[src/hdl/ccc_params.svh]
// constants of the charge cycle controller
// What this block does
// RL1: three-level pin picks programmed, 100mA or 500mA limit
// RL2: shorted current_set resistor latches charging off
// RL3: precharge is twice termination; float gives 10/20
// RL4: precharge below 2.5V, fast charge above
// RL5: extended zones halve current from 0 to 10C
// RL6: extended zones lower regulation voltage 45 to 60C
// RL7: charging off above 60C or below 0C
// RL8: classic range charges only from 0 to 45C
// RL9: temp_sense low disables, high enters term_timer_disable_mode
// RL10: disable mode resets timer, stops termination, skips detection
// RL11: disable mode releases status on absence or taper
// RL12: leaving disable mode starts new cycle, detects only if battery absent
// RL13: precharge limited to 30 minutes
// RL14: fast charge 10 hours, half rate when limited
// RL15: timer expiry terminates and releases charge status
// RL16: timers reset on disable, power cycle, mode change
// RL17: taper above recharge level releases status, detects, ends
// RL18: missing battery keeps detection running until inserted
// RL19: no detection in disable mode or temperature fault
// RL20: power-up above recharge level runs battery detection
// RL21: drop below recharge level restarts, status stays released
// RL22: termination raised about 14 percent first minute
// RL23: status asserted only during the first charge cycle
// RL24: low input headroom pauses charge and timer
// RL25: timers from one clock via 1000 us tick prescaler
// RL26: analogue crossings arrive as synchronous comparator bits
`ifndef CCC_PARAMS_SVH
`define CCC_PARAMS_SVH

// ****************************************************
// timing
// ****************************************************
`define CCC_CLK_MHZ 32'hC8
`define CCC_TICK_US 32'h3E8
`define CCC_US_PER_MIN 32'h0393_8700
`define CCC_MIN_PER_HR 32'h3C
`define CCC_PRECHG_MIN 32'h1E
`define CCC_FAST_HR 32'hA
`define CCC_RAISE_MIN 32'h1

// ****************************************************
// current settings
// ****************************************************
`define CCC_PCT_W 6
`define CCC_TERM_DEF_PCT 6'h0A
`define CCC_MA_W 10
`define CCC_ILIM_LOW_MA 10'h064
`define CCC_ILIM_HIGH_MA 10'h1F4

`endif

[src/hdl/ccc_pkg.sv]
// types of the charge cycle controller
package ccc_pkg;

  typedef enum logic [2:0] {
    ST_IDLE = 3'h0,
    ST_DETECT = 3'h1,
    ST_PRECHG = 3'h3,
    ST_FAST = 3'h2,
    ST_TERM_TIMER_DISABLE_MODE = 3'h6,
    ST_DONE = 3'h7
  } ccc_state_e;

  typedef enum logic [1:0] {
    ILIM_CURRENT_SET = 2'h0,
    ILIM_LOW = 2'h1,
    ILIM_HIGH = 2'h2
  } ccc_ilim_e;

  typedef struct packed {
    logic [31:0] presc;
    logic skip;
    logic [31:0] ticks;
    logic expired;
  } ccc_tmr_s;

endpackage

[src/hdl/ccc_charge_ctrl.sv]
// charge cycle controller top
`timescale 1ns/1ps
`include "ccc_params.svh"
module ccc_charge_ctrl #(
  parameter bit EXT_TEMP_ZONES = 1'b1,
  parameter int unsigned TICK_CYC = `CCC_TICK_US * `CCC_CLK_MHZ,
  parameter int unsigned MIN_TICKS = `CCC_US_PER_MIN / `CCC_TICK_US,
  parameter int unsigned PRE_TICKS = `CCC_PRECHG_MIN * MIN_TICKS,
  parameter int unsigned FAST_TICKS = `CCC_FAST_HR * `CCC_MIN_PER_HR * MIN_TICKS,
  parameter int unsigned RAISE_TICKS = `CCC_RAISE_MIN * MIN_TICKS
) (
  input wire logic clock_in,
  input wire logic rst_n_in,
  input wire logic input_present_in,
  input wire logic input_headroom_in,
  input wire logic limit_sel_low_in,
  input wire logic limit_sel_high_in,
  input wire logic current_set_short_in,
  input wire logic out_current_min_in,
  input wire logic precharge_term_set_float_in,
  input wire logic [`CCC_PCT_W-1:0] term_pct_in,
  input wire logic batt_above_exit_level_in,
  input wire logic batt_above_recharge_in,
  input wire logic taper_done_in,
  input wire logic batt_present_in,
  input wire logic ts_disable_in,
  input wire logic ts_term_timer_disable_mode_in,
  input wire logic ts_cold_in,
  input wire logic ts_cool_in,
  input wire logic ts_warm_in,
  input wire logic ts_hot_in,
  input wire logic thermal_reg_in,
  input wire logic input_voltage_power_mgmt_in,
  input wire logic usb_limit_in,
  output logic charge_enable_out,
  output logic precharge_out,
  output logic half_current_out,
  output logic reduced_vreg_out,
  output logic term_enable_out,
  output logic term_raise_out,
  output logic [`CCC_PCT_W-1:0] term_pct_out,
  output logic [`CCC_PCT_W:0] precharge_pct_out,
  output ccc_pkg::ccc_ilim_e ilim_mode_out,
  output logic [`CCC_MA_W-1:0] ilim_ma_out,
  output logic batt_detect_out,
  output logic timer_expired_out,
  output logic current_set_fault_out,
  output logic charge_status_n_oe_out,
  output logic power_good_n_oe_out
);
  import ccc_pkg::*;

  // ****************************************************
  // state record
  // ****************************************************

  typedef struct packed {
    ccc_state_e st;
    logic det_after_taper;
    logic status_on;
    logic current_set_latch;
    logic term_timer_disable_mode_seen;
    logic expired;
    logic chg_en;
    logic prechg;
    logic half_cur;
    logic low_vreg;
    logic term_en;
    logic raise;
    logic det_run;
    logic stat_oe;
    logic pg_oe;
    ccc_ilim_e ilim;
    logic [`CCC_MA_W-1:0] ilim_ma;
    logic [`CCC_PCT_W-1:0] term_pct;
    logic [`CCC_PCT_W:0] pre_pct;
  } ccc_ctrl_s;

  ccc_ctrl_s s_ff;
  ccc_ctrl_s nxt_s;

  logic fault;
  logic active;
  logic run;
  logic trip;
  logic term_timer_disable_mode_rise;
  logic term_timer_disable_mode_fall;
  logic go;
  logic pre_exp;
  logic fast_exp;
  logic raise_exp;
  logic slowed;
  ccc_state_e start_st;

  // ****************************************************
  // decoders
  // ****************************************************

  // temperature outside the charging window
  function automatic logic temp_fault(input logic cold, input logic warm,
                                      input logic hot);
    temp_fault = cold || hot || (!EXT_TEMP_ZONES && warm); // see RL7 see RL8
  endfunction

  // states in which current flows into the output
  function automatic logic charging(input ccc_state_e st);
    charging = (st == ST_PRECHG) || (st == ST_FAST) || (st == ST_TERM_TIMER_DISABLE_MODE);
  endfunction

  // three-level limit pin
  function automatic ccc_ilim_e ilim_decode(input logic lo, input logic hi);
    if (lo) begin
      ilim_decode = ILIM_CURRENT_SET;
    end else if (hi) begin
      ilim_decode = ILIM_HIGH;
    end else begin
      ilim_decode = ILIM_LOW;
    end
  endfunction

  // ****************************************************
  // conditions
  // ****************************************************

  // comparator bits arrive already synchronous, see RL26
  assign fault = temp_fault(ts_cold_in, ts_warm_in, ts_hot_in);
  assign active = input_present_in && input_headroom_in && !ts_disable_in
                  && !s_ff.current_set_latch;
  assign run = active && !fault;
  assign trip = current_set_short_in && out_current_min_in && s_ff.chg_en;
  assign term_timer_disable_mode_rise = ts_term_timer_disable_mode_in && !s_ff.term_timer_disable_mode_seen;
  assign term_timer_disable_mode_fall = !ts_term_timer_disable_mode_in && s_ff.term_timer_disable_mode_seen;
  assign go = run && !trip && !term_timer_disable_mode_rise && !term_timer_disable_mode_fall;
  assign start_st = batt_above_exit_level_in ? ST_FAST : ST_PRECHG;
  assign slowed = thermal_reg_in || input_voltage_power_mgmt_in || usb_limit_in;

  // ****************************************************
  // timers
  // ****************************************************

  // leaving a timed state clears its timer, see RL16
  ccc_timer #(
    .PRESC_CYC(TICK_CYC),
    .LIMIT(PRE_TICKS)
  ) u_pre_timer (
    .clock_in(clock_in),
    .rst_n_in(rst_n_in),
    .clear_in(s_ff.st != ST_PRECHG),
    .run_in(run),
    .half_in(1'b0),
    .expired_out(pre_exp)
  );

  // held clear in disable mode, paused on low headroom, see RL10 see RL24
  ccc_timer #(
    .PRESC_CYC(TICK_CYC),
    .LIMIT(FAST_TICKS)
  ) u_fast_timer (
    .clock_in(clock_in),
    .rst_n_in(rst_n_in),
    .clear_in(s_ff.st != ST_FAST),
    .run_in(run),
    .half_in(slowed),
    .expired_out(fast_exp)
  );

  // first minute of each charge cycle
  ccc_timer #(
    .PRESC_CYC(TICK_CYC),
    .LIMIT(RAISE_TICKS)
  ) u_raise_timer (
    .clock_in(clock_in),
    .rst_n_in(rst_n_in),
    .clear_in(!charging(s_ff.st)),
    .run_in(run),
    .half_in(1'b0),
    .expired_out(raise_exp)
  );

  // ****************************************************
  // next state
  // ****************************************************

  always_comb begin
    nxt_s = s_ff;
    nxt_s.term_timer_disable_mode_seen = ts_term_timer_disable_mode_in;
    if (!input_present_in) begin
      // power removed: the next power-up is a fresh first charge
      nxt_s.st = ST_IDLE;
      nxt_s.current_set_latch = 1'b0; // see RL2
      nxt_s.status_on = 1'b1;
      nxt_s.expired = 1'b0;
      nxt_s.term_timer_disable_mode_seen = 1'b0;
    end else if (trip || s_ff.current_set_latch) begin
      nxt_s.current_set_latch = 1'b1; // see RL2
      nxt_s.st = ST_IDLE;
      nxt_s.term_timer_disable_mode_seen = 1'b0;
    end else if (ts_disable_in) begin
      nxt_s.st = ST_IDLE; // see RL9
      nxt_s.status_on = 1'b1;
      nxt_s.expired = 1'b0;
      nxt_s.term_timer_disable_mode_seen = 1'b0;
    end else if (term_timer_disable_mode_rise) begin
      nxt_s.st = ST_TERM_TIMER_DISABLE_MODE; // see RL9 see RL10
      if (!batt_present_in) begin
        nxt_s.status_on = 1'b0; // see RL11
      end
    end else if (term_timer_disable_mode_fall) begin
      nxt_s.expired = 1'b0;
      if (batt_present_in) begin
        nxt_s.st = start_st; // see RL12 see RL23
      end else begin
        nxt_s.st = ST_DETECT;
        nxt_s.det_after_taper = 1'b0;
        nxt_s.status_on = 1'b0;
      end
    end else if (go) begin
      // low headroom or temperature fault freezes the sequence
      unique case (s_ff.st)
        ST_IDLE: begin
          nxt_s.expired = 1'b0;
          if (batt_above_recharge_in) begin
            nxt_s.st = ST_DETECT; // see RL20
            nxt_s.det_after_taper = 1'b0;
          end else begin
            nxt_s.st = start_st;
          end
        end
        ST_PRECHG: begin
          if (pre_exp) begin
            nxt_s.st = ST_DONE; // see RL13 see RL15
            nxt_s.status_on = 1'b0;
            nxt_s.expired = 1'b1;
          end else if (batt_above_exit_level_in) begin
            nxt_s.st = ST_FAST; // see RL4
          end
        end
        ST_FAST: begin
          if (fast_exp) begin
            nxt_s.st = ST_DONE; // see RL14 see RL15
            nxt_s.status_on = 1'b0;
            nxt_s.expired = 1'b1;
          end else if (taper_done_in && batt_above_recharge_in) begin
            nxt_s.st = ST_DETECT; // see RL17
            nxt_s.det_after_taper = 1'b1;
            nxt_s.status_on = 1'b0;
          end
        end
        ST_DETECT: begin
          if (batt_present_in) begin
            nxt_s.st = s_ff.det_after_taper ? ST_DONE : start_st; // see RL17
          end else begin
            nxt_s.status_on = 1'b0; // see RL18
          end
        end
        ST_TERM_TIMER_DISABLE_MODE: begin
          if (taper_done_in) begin
            nxt_s.status_on = 1'b0; // see RL11
          end
        end
        ST_DONE: begin
          if (!batt_above_recharge_in && !s_ff.expired) begin
            nxt_s.st = start_st; // see RL21 see RL23
          end
        end
        default: begin
          nxt_s.st = ST_IDLE;
        end
      endcase
    end

    // outputs follow the next state
    nxt_s.chg_en = charging(nxt_s.st) && input_present_in && input_headroom_in
                   && !fault && !ts_disable_in && !nxt_s.current_set_latch; // see RL24
    nxt_s.prechg = (nxt_s.st == ST_PRECHG)
                   || (nxt_s.st == ST_TERM_TIMER_DISABLE_MODE && !batt_above_exit_level_in); // see RL4
    nxt_s.half_cur = EXT_TEMP_ZONES && ts_cool_in; // see RL5
    nxt_s.low_vreg = EXT_TEMP_ZONES && ts_warm_in; // see RL6
    nxt_s.term_en = nxt_s.st != ST_TERM_TIMER_DISABLE_MODE; // see RL10
    nxt_s.raise = charging(nxt_s.st) && !raise_exp; // see RL22
    nxt_s.det_run = (nxt_s.st == ST_DETECT) && run; // see RL19
    nxt_s.stat_oe = nxt_s.status_on && input_present_in && input_headroom_in;
    nxt_s.pg_oe = input_present_in && input_headroom_in;
    nxt_s.ilim = ilim_decode(limit_sel_low_in, limit_sel_high_in); // see RL1
    unique case (nxt_s.ilim)
      ILIM_LOW: nxt_s.ilim_ma = `CCC_ILIM_LOW_MA;
      ILIM_HIGH: nxt_s.ilim_ma = `CCC_ILIM_HIGH_MA;
      default: nxt_s.ilim_ma = '0;
    endcase
    nxt_s.term_pct = precharge_term_set_float_in ? `CCC_TERM_DEF_PCT
                                                 : term_pct_in; // see RL3
    nxt_s.pre_pct = {nxt_s.term_pct, 1'b0}; // see RL3
  end

  // ****************************************************
  // state register
  // ****************************************************

  always_ff @(posedge clock_in or negedge rst_n_in) begin
    if (!rst_n_in) begin
      s_ff <= '{st: ST_IDLE, status_on: 1'b1, term_en: 1'b1,
                ilim: ILIM_LOW, term_pct: `CCC_TERM_DEF_PCT,
                pre_pct: {`CCC_TERM_DEF_PCT, 1'b0}, default: '0};
    end else begin
      s_ff <= nxt_s;
    end
  end

  // ****************************************************
  // outputs
  // ****************************************************

  assign charge_enable_out = s_ff.chg_en;
  assign precharge_out = s_ff.prechg;
  assign half_current_out = s_ff.half_cur;
  assign reduced_vreg_out = s_ff.low_vreg;
  assign term_enable_out = s_ff.term_en;
  assign term_raise_out = s_ff.raise;
  assign term_pct_out = s_ff.term_pct;
  assign precharge_pct_out = s_ff.pre_pct;
  assign ilim_mode_out = s_ff.ilim;
  assign ilim_ma_out = s_ff.ilim_ma;
  assign batt_detect_out = s_ff.det_run;
  assign timer_expired_out = s_ff.expired;
  assign current_set_fault_out = s_ff.current_set_latch;
  assign charge_status_n_oe_out = s_ff.stat_oe; // see RL26
  assign power_good_n_oe_out = s_ff.pg_oe;
endmodule

[src/hdl/ccc_timer.sv]
// prescaled tick timer with half-rate gating
`timescale 1ns/1ps
module ccc_timer #(
  parameter int unsigned PRESC_CYC = 1,
  parameter int unsigned LIMIT = 1
) (
  input wire logic clock_in,
  input wire logic rst_n_in,
  input wire logic clear_in,
  input wire logic run_in,
  input wire logic half_in,
  output logic expired_out
);
  import ccc_pkg::*;

  ccc_tmr_s s_ff;
  ccc_tmr_s nxt_s;
  logic wrap;

  assign wrap = s_ff.presc == 32'(PRESC_CYC - 1);
  assign expired_out = s_ff.expired;

  always_comb begin
    nxt_s = s_ff;
    if (clear_in) begin
      nxt_s = '0;
    end else if (run_in && !s_ff.expired) begin
      nxt_s.presc = wrap ? 32'h0 : s_ff.presc + 32'h1; // see RL25
      if (wrap) begin
        nxt_s.skip = ~s_ff.skip;
        // every other wrap counts while slowed
        if (!half_in || s_ff.skip) begin // see RL14
          nxt_s.ticks = s_ff.ticks + 32'h1;
          nxt_s.expired = s_ff.ticks == 32'(LIMIT - 1);
        end
      end
    end
  end

  always_ff @(posedge clock_in or negedge rst_n_in) begin
    if (!rst_n_in) begin
      s_ff <= '0;
    end else begin
      s_ff <= nxt_s;
    end
  end
endmodule

[config.mk]
export PLATFORM = sky130hd
export DESIGN_NAME = ccc_charge_ctrl
export DESIGN_NICKNAME = d
export VERILOG_FILES = /design/src/hdl/ccc_pkg.sv /design/src/hdl/ccc_charge_ctrl.sv /design/src/hdl/ccc_timer.sv
export VERILOG_INCLUDE_DIRS = /design/src /design/src/hdl
export SDC_FILE = /design/constraint.sdc
export NUM_CORES = 1
export LEC_CHECK = 0
export BUFFER_PORTS_ARGS = -buffer_cell sky130_fd_sc_hd__buf_2
export CORE_MARGIN = 2
export CORE_UTILIZATION = 30
export CTS_CLUSTER_SIZE = 25
export DETAILED_ROUTE_END_ITERATION = 16
export PLACE_DENSITY = 0.53
export SYNTH_ARGS = -nofsm -noshare
export SYNTH_HDL_FRONTEND = slang
export SYNTH_SLANG_ARGS = --single-unit
[constraint.sdc]
create_clock -name clock_in -period 2.83 [get_ports clock_in]
set_input_delay 0.283 -clock clock_in [delete_from_list [all_inputs] [get_ports clock_in]]
set_output_delay 0.283 -clock clock_in [all_outputs]
set_load 0.05 [all_outputs]
==> flow_summary.ini, run 1 <==
[synth]
ys_warn_count = 0
synth-edff-count = 0
synthArstFlopShare_pct = 100
yosysSeqAreaShare_pct = 46.7
ys_ff_latch = 222
netlist_instances = 1288
synthesis.area_mm2 = 0.0119
avgSynthCellArea_um2 = 9.25
yosysUniqueCellTypes = 72
synth_ff_type = dfrtp_1

[die]
die_area_mm2 = 0.0413
initial_core_util_pct = 30.6
die_y_um = 203
num_rows = 72
die-width_um = 203
core_area_mm2 = 0.0389
io_pins = 64

[placed_design]
preCtsSetupSlack_ns = 0.225
hpwl_mm = 19.2
port_buffers = 58
placed_area_mm2 = 0.0128
place.gp.congestion = 0.797

[worst_setup_path]
worstSetupStartpoint = u_fast_timer.s_ff[34]$_DFFE_PN0P_
reg2reg_from = u_fast_timer.s_ff[34]$_DFFE_PN0P_
crit_type = reg2reg
r2r_end = u_fast_timer.s_ff[13]$_DFFE_PN0P_
cp.buffers_inverters = 1
reg2reg_depth = 8
ff2ff_setup_slack_ns = 0.23
cp_data_required_time_ns = 3.31
slowest_delay_ns = 0.50
crit_family = simple AND/OR/NAND/NOR gates
start_kind = register
cp_max_fo = 29
crit_path_end_kind = register
crit_chain = ha_1 -> nand3_1 -> or3_1 -> nor4_4 -> buf_12 -> nand2_1 -> or4_1 -> a21oi_1
arrival_ns = 3.08
cp_slowest_cell = or4_1

[grt]
grt_pass1_wl_mm = 48.2
grt_pass1_vias = 9388
grt_max_degree = 81
antenna_found_initial = 4
grt_overflow_total = 0
grt_use_total_pct = 13.9

[clock_network]
insertion_delay_ns = 0.55
cts_max_path_buffers = 3
numCtsBuffers = 27
htreeDepth = 1
cts_tree = built
post_cts_buffers = 0
clockRootBuffer = clkbuf_16
clk_pin_slew_worst_paths_ns = 0.06
cts.sinks = 222

[finish]
drive_above_1_share_pct = 12.8
final_common_cell = dfrtp_1
fin_area_mm2 = 0.0140
post-route-util_pct = 36.0
final_cell_mix = dfrtp_1 (217), nor2_1 (194), xor2_1 (108)
area_growth_pct = 17.5
layout.nets = 1395
fill_cells = 4028

[detailed_routing]
drc = 0
wl_per_cell_um = 14.9
wirelength_mm = 28.4
wl_met3_um = 964
m1WireLength_mm = 13.6
final_antenna_net_count = 0
drt_iter0_markers = 572
top_layer = met5
dr.pass1.iters = 5
dr_wl_met2_mm = 13.3
via_count = 9524
vias_per_cell = 5.01

[sta]
final_max_slew_viol_count = 0
skew_ns = 0.0232
rsz0062_at_grt = false
fmax_mhz = 385
fin_crit_sh_pct = 91.9
setup_ws_ns = 0.230
whs_ns = 0.0258
maxSlewHeadroom_pct = 48.4
setup_viol = 0
hold_violations = 0
finalSetupTns_ns = 0
tightest_slew_ns = 0.755
period_needed_ns = 2.60

[power_and_ir_drop]
leakagePower_nw = 5.62
power.density_mw_per_mm2 = 528
vdd_drop_max_mv = 0.424

[run]
drv_cap = 0

[min_path]
hold_path.class = in2reg
holdPathStages = 2
holdPathEnd = precharge_pct_out[2]$_DFF_PN1_
hp-start = precharge_term_set_float_in

[status]
status = finished clean
Yosys cell counts (7+ instances only):
| cell type | count | area share (%) |
|---|---|---|
| nand3_1 | 74 | 3.1 |
| dfrtp_1 | 217 | 46 |
| and3_1 | 48 | 2.5 |
| nor3b_1 | 7 | 0.44 |
| nor4b_1 | 9 | 0.66 |
| or3_1 | 20 | 1.1 |
| nand2b_1 | 8 | 0.42 |
| nor4_1 | 32 | 1.7 |
| nand4_1 | 79 | 4.1 |
| nand2_1 | 86 | 2.7 |
| and4_1 | 15 | 1.1 |
| a211oi_1 | 9 | 0.57 |
| nor2b_1 | 9 | 0.47 |
| inv_1 | 22 | 0.69 |
| nor2_1 | 194 | 6.1 |
| clkbuf_1 | 32 | 1.0 |
| xor2_1 | 108 | 7.9 |
| buf_2 | 7 | 0.29 |
| a21oi_1 | 34 | 1.4 |
| xnor2_1 | 43 | 3.2 |
| or4_1 | 9 | 0.57 |
| nor3_1 | 38 | 1.6 |
| o211ai_1 | 9 | 0.57 |
| o21ai_0 | 32 | 1.3 |
| or2_2 | 11 | 0.58 |
| buf_4 | 26 | 1.6 |
| and2_1 | 19 | 1.0 |
logic make-up (layout without fill, tap and decap cells):
family / count (synthesis) / in the layout / synth area share (%)
and+or+nand+nor: 679 / 679 / 30.2
DFF: 222 / 222 / 46.7
xor gates and xnor gates: 151 / 151 / 11.1
AOI/OAI and AO/OA: 133 / 133 / 7.22
buffers and inverters: 94 / 184 / 3.98
adders and majority gates: 7 / 7 / 0.714
other: 1 / 7 / 0.0315
muxes: 1 / 1 / 0.0840
sequential cells by signal, summed over array words and instances, names as in the netlist, 2 cells and up:
register and count:
ilim_ma_out 2, u_fast_timer.s_ff 65, s_ff 6, precharge_pct_out 6, u_pre_timer.s_ff 64, u_raise_timer.s_ff 64
worst register-to-register path, cell delays in order, from the launching register on:
cell and delay (ns):
dfrtp_1 0.38, ha_1 0.20, nand3_1 0.14, or3_1 0.44
nor4_4 0.34, buf_12 0.22, nand2_1 0.16, or4_1 0.50
a21oi_1 0.15
through the flow:
stage                     total power, mW  instances
after global routing                 7.70       1902
final                                7.39       1902
after detailed placement             3.63       1832
after floorplan                      3.48       1292
after CTS                            7.53       1900
after global placement               3.63       1832
cell type report:
class,instances,area (um^2),share of cell area (%)
clock inverter,13,203,1.45
tap,518,648,4.63
antenna,2,5.00,0.0358
clock buffer,37,793,5.67
timing repair buffer,112,788,5.63
inverter,22,82.6,0.590
sequential,222,5560,39.7
multi-input combinational,976,5910,42.3
report_power, final:
| part | switching, mW | internal [mW] |
|---|---|---|
| Sequential | 0.0137 | 3.19 |
| Clock | 1.39 | 2.41 |
| Combinational | 0.277 | 0.0974 |
| Total | 1.68 | 5.70 |
layer usage:
layer / up-vias / GRT usage [%]
met5: - / 0
met4: 2 / 3.62
met3: 46 / 2.59
met2: 109 / 22.5
met1: 4658 / 19.2
li1: 4709 / -
worst max path at each step:
| stage | to | cells after the start |
|---|---|---|
| floorplan | u_pre_timer.s_ff[31]$_DFFE_PN0P_ | 7 |
| global placement | u_fast_timer.s_ff[13]$_DFFE_PN0P_ | 8 |
| detailed placement | u_fast_timer.s_ff[13]$_DFFE_PN0P_ | 8 |
| CTS | u_fast_timer.s_ff[13]$_DFFE_PN0P_ | 8 |
| global route | u_fast_timer.s_ff[13]$_DFFE_PN0P_ | 8 |
| finish | u_fast_timer.s_ff[13]$_DFFE_PN0P_ | 8 |
what timing repair did:
action,4_1_cts,5_1_grt
resized for setup,0,1
endpoints found under the hold margin,78,0
hold buffers,18,0
endpoints found under the setup margin,0,1
(Power assumes the default switching activity.)
==> run 2, diff against run 1 <==
clock period = 2.6 ns   (was 2.83 ns; I/O delays follow)
==> flow_summary.ini, run 2 (same netlist as run 1, synthesis figures left out) <==
[clock_network]
clockRootBuffer = clkbuf_16
cts_max_path_buffers = 3
numCtsBuffers = 27
clk_pin_slew_worst_paths_ns = 0.06
insertion_delay_ns = 0.56
htreeDepth = 1
cts_tree = built
cts.sinks = 222

[grt]
grt_max_degree = 71
grt_pass1_wl_mm = 49.4
grt_use_total_pct = 14.3
grt_overflow_total = 0
grt_pass1_vias = 9495
antenna_found_initial = 3

[worst_setup_path]
crit_type = reg2reg
cp_data_required_time_ns = 3.02
arrival_ns = 2.82
reg2reg_from = u_fast_timer.s_ff[34]$_DFFE_PN0P_
reg2reg_depth = 7
cp_max_fo = 8
r2r_end = u_fast_timer.s_ff[46]$_DFFE_PN0P_
crit_path_end_kind = register
ff2ff_setup_slack_ns = 0.20
start_kind = register

[sta]
final_max_slew_viol_count = 0
period_needed_ns = 2.40
fin_crit_sh_pct = 92.5
hold_violations = 0
setup_ws_ns = 0.195
rsz0062_at_grt = true
maxSlewHeadroom_pct = 53.4
skew_ns = 0.0423
fmax_mhz = 416
finalSetupTns_ns = 0
setup_viol = 0
tightest_slew_ns = 0.700

[placed_design]
port_buffers = 58
preCtsSetupSlack_ns = 0.102
place.gp.congestion = 0.813
hpwl_mm = 19.3

[power_and_ir_drop]
vdd_drop_max_mv = 0.446
leakagePower_nw = 5.68
power.density_mw_per_mm2 = 540

[detailed_routing]
drt_iter0_markers = 553
wirelength_mm = 29.0
vias_per_cell = 4.98
drc = 0
final_antenna_net_count = 0
wl_per_cell_um = 15.1
dr.pass1.iters = 4
via_count = 9583

[die]
core_area_mm2 = 0.0389
num_rows = 72
die-width_um = 203
die_area_mm2 = 0.0413
die_y_um = 203
initial_core_util_pct = 30.6
io_pins = 64

[status]
status = finished clean

[finish]
layout.nets = 1418
reg_top3 = u_fast_timer.s_ff x65, u_pre_timer.s_ff x64, u_raise_timer.s_ff x64
area_growth_pct = 18.3
post-route-util_pct = 36.2
final_common_cell = dfrtp_1
final_cell_mix = dfrtp_1 (217), nor2_1 (194), xor2_1 (108)
largest_reg_flops = 65
drive_above_1_share_pct = 13.5
top_register = u_fast_timer.s_ff

[min_path]
holdPathStages = 2
hp-start = batt_above_exit_level_in
holdPathEnd = precharge_out$_DFF_PN0_
hold_path.class = in2reg

[run]
drv_cap = 0
run 2: worst max-delay path: stages (launching register included):
cell	delay (ns)
dfrtp_1	0.38
ha_1	0.19
nand3_1	0.13
or3_1	0.42
nor3_1	0.42
nand2b_1	0.36
o22ai_1	0.13
a32o_1	0.22
run 2: per-stage QoR:
stage / hold slack [ns] / std cells / cell area, um^2 / total power [mW]
CTS: 0.00680 / 1917 / 14000 / 7.78
global placement: 0.254 / 1845 / 12900 / 3.95
floorplan: -0.0356 / 1292 / 11900 / 3.79
finish: 0.0398 / 1924 / 14100 / 7.62
detailed placement: 0.246 / 1845 / 12900 / 3.95
global route: 0.0128 / 1924 / 14100 / 7.95
run 2: final cells by class:
| cell class | count | area, um^2 |
|---|---|---|
| sequential | 222 | 5560 |
| clock buffer | 45 | 843 |
| clock inverter | 4 | 30.0 |
| multi-input combinational | 976 | 5920 |
| antenna | 2 | 5.00 |
| fill | 3985 | 24800 |
| tap | 518 | 648 |
| inverter | 22 | 82.6 |
| timing repair buffer | 135 | 1000 |
run 2: worst max path at each step:
stage / start / endpoint / slack, ns / cells after the start
final: u_fast_timer.s_ff[34]$_DFFE_PN0P_ / u_fast_timer.s_ff[46]$_DFFE_PN0P_ / 0.20 / 7
after global routing: u_fast_timer.s_ff[34]$_DFFE_PN0P_ / u_fast_timer.s_ff[46]$_DFFE_PN0P_ / -0.005 / 7
after CTS: u_fast_timer.s_ff[34]$_DFFE_PN0P_ / u_fast_timer.s_ff[29]$_DFFE_PN0P_ / 0.07 / 9
after detailed placement: u_fast_timer.s_ff[34]$_DFFE_PN0P_ / u_fast_timer.s_ff[13]$_DFFE_PN0P_ / 0.10 / 8
after global placement: u_fast_timer.s_ff[34]$_DFFE_PN0P_ / u_fast_timer.s_ff[13]$_DFFE_PN0P_ / 0.13 / 8
after floorplan: current_set_fault_out$_DFF_PN0_ / u_pre_timer.s_ff[31]$_DFFE_PN0P_ / 0.16 / 7
run 2: layer usage:
| metal | track usage (%) | vias up | wire, um |
|---|---|---|---|
| li1 | - | 4749 | - |
| met4 | 3.68 | 0 | 692 |
| met5 | 0 | - | 0 |
| met2 | 22.9 | 123 | 13300 |
| met3 | 2.30 | 36 | 1010 |
| met1 | 20.1 | 4675 | 14000 |
run 2: timing repair:
action | in CTS | in global routing
setup buffers | 0 | 4
hold endpoints to repair | 72 | 0
setup endpoints to repair | 0 | 3
gates resized for setup | 0 | 2
hold buffers | 23 | 0
run 2: power by group:
group | internal (mW) | switching [mW] | leakage [nW]
Clock | 2.20 | 1.51 | 0.427
Combinational | 0.115 | 0.305 | 2.19
Sequential | 3.47 | 0.0134 | 3.07
Total | 5.78 | 1.83 | 5.68
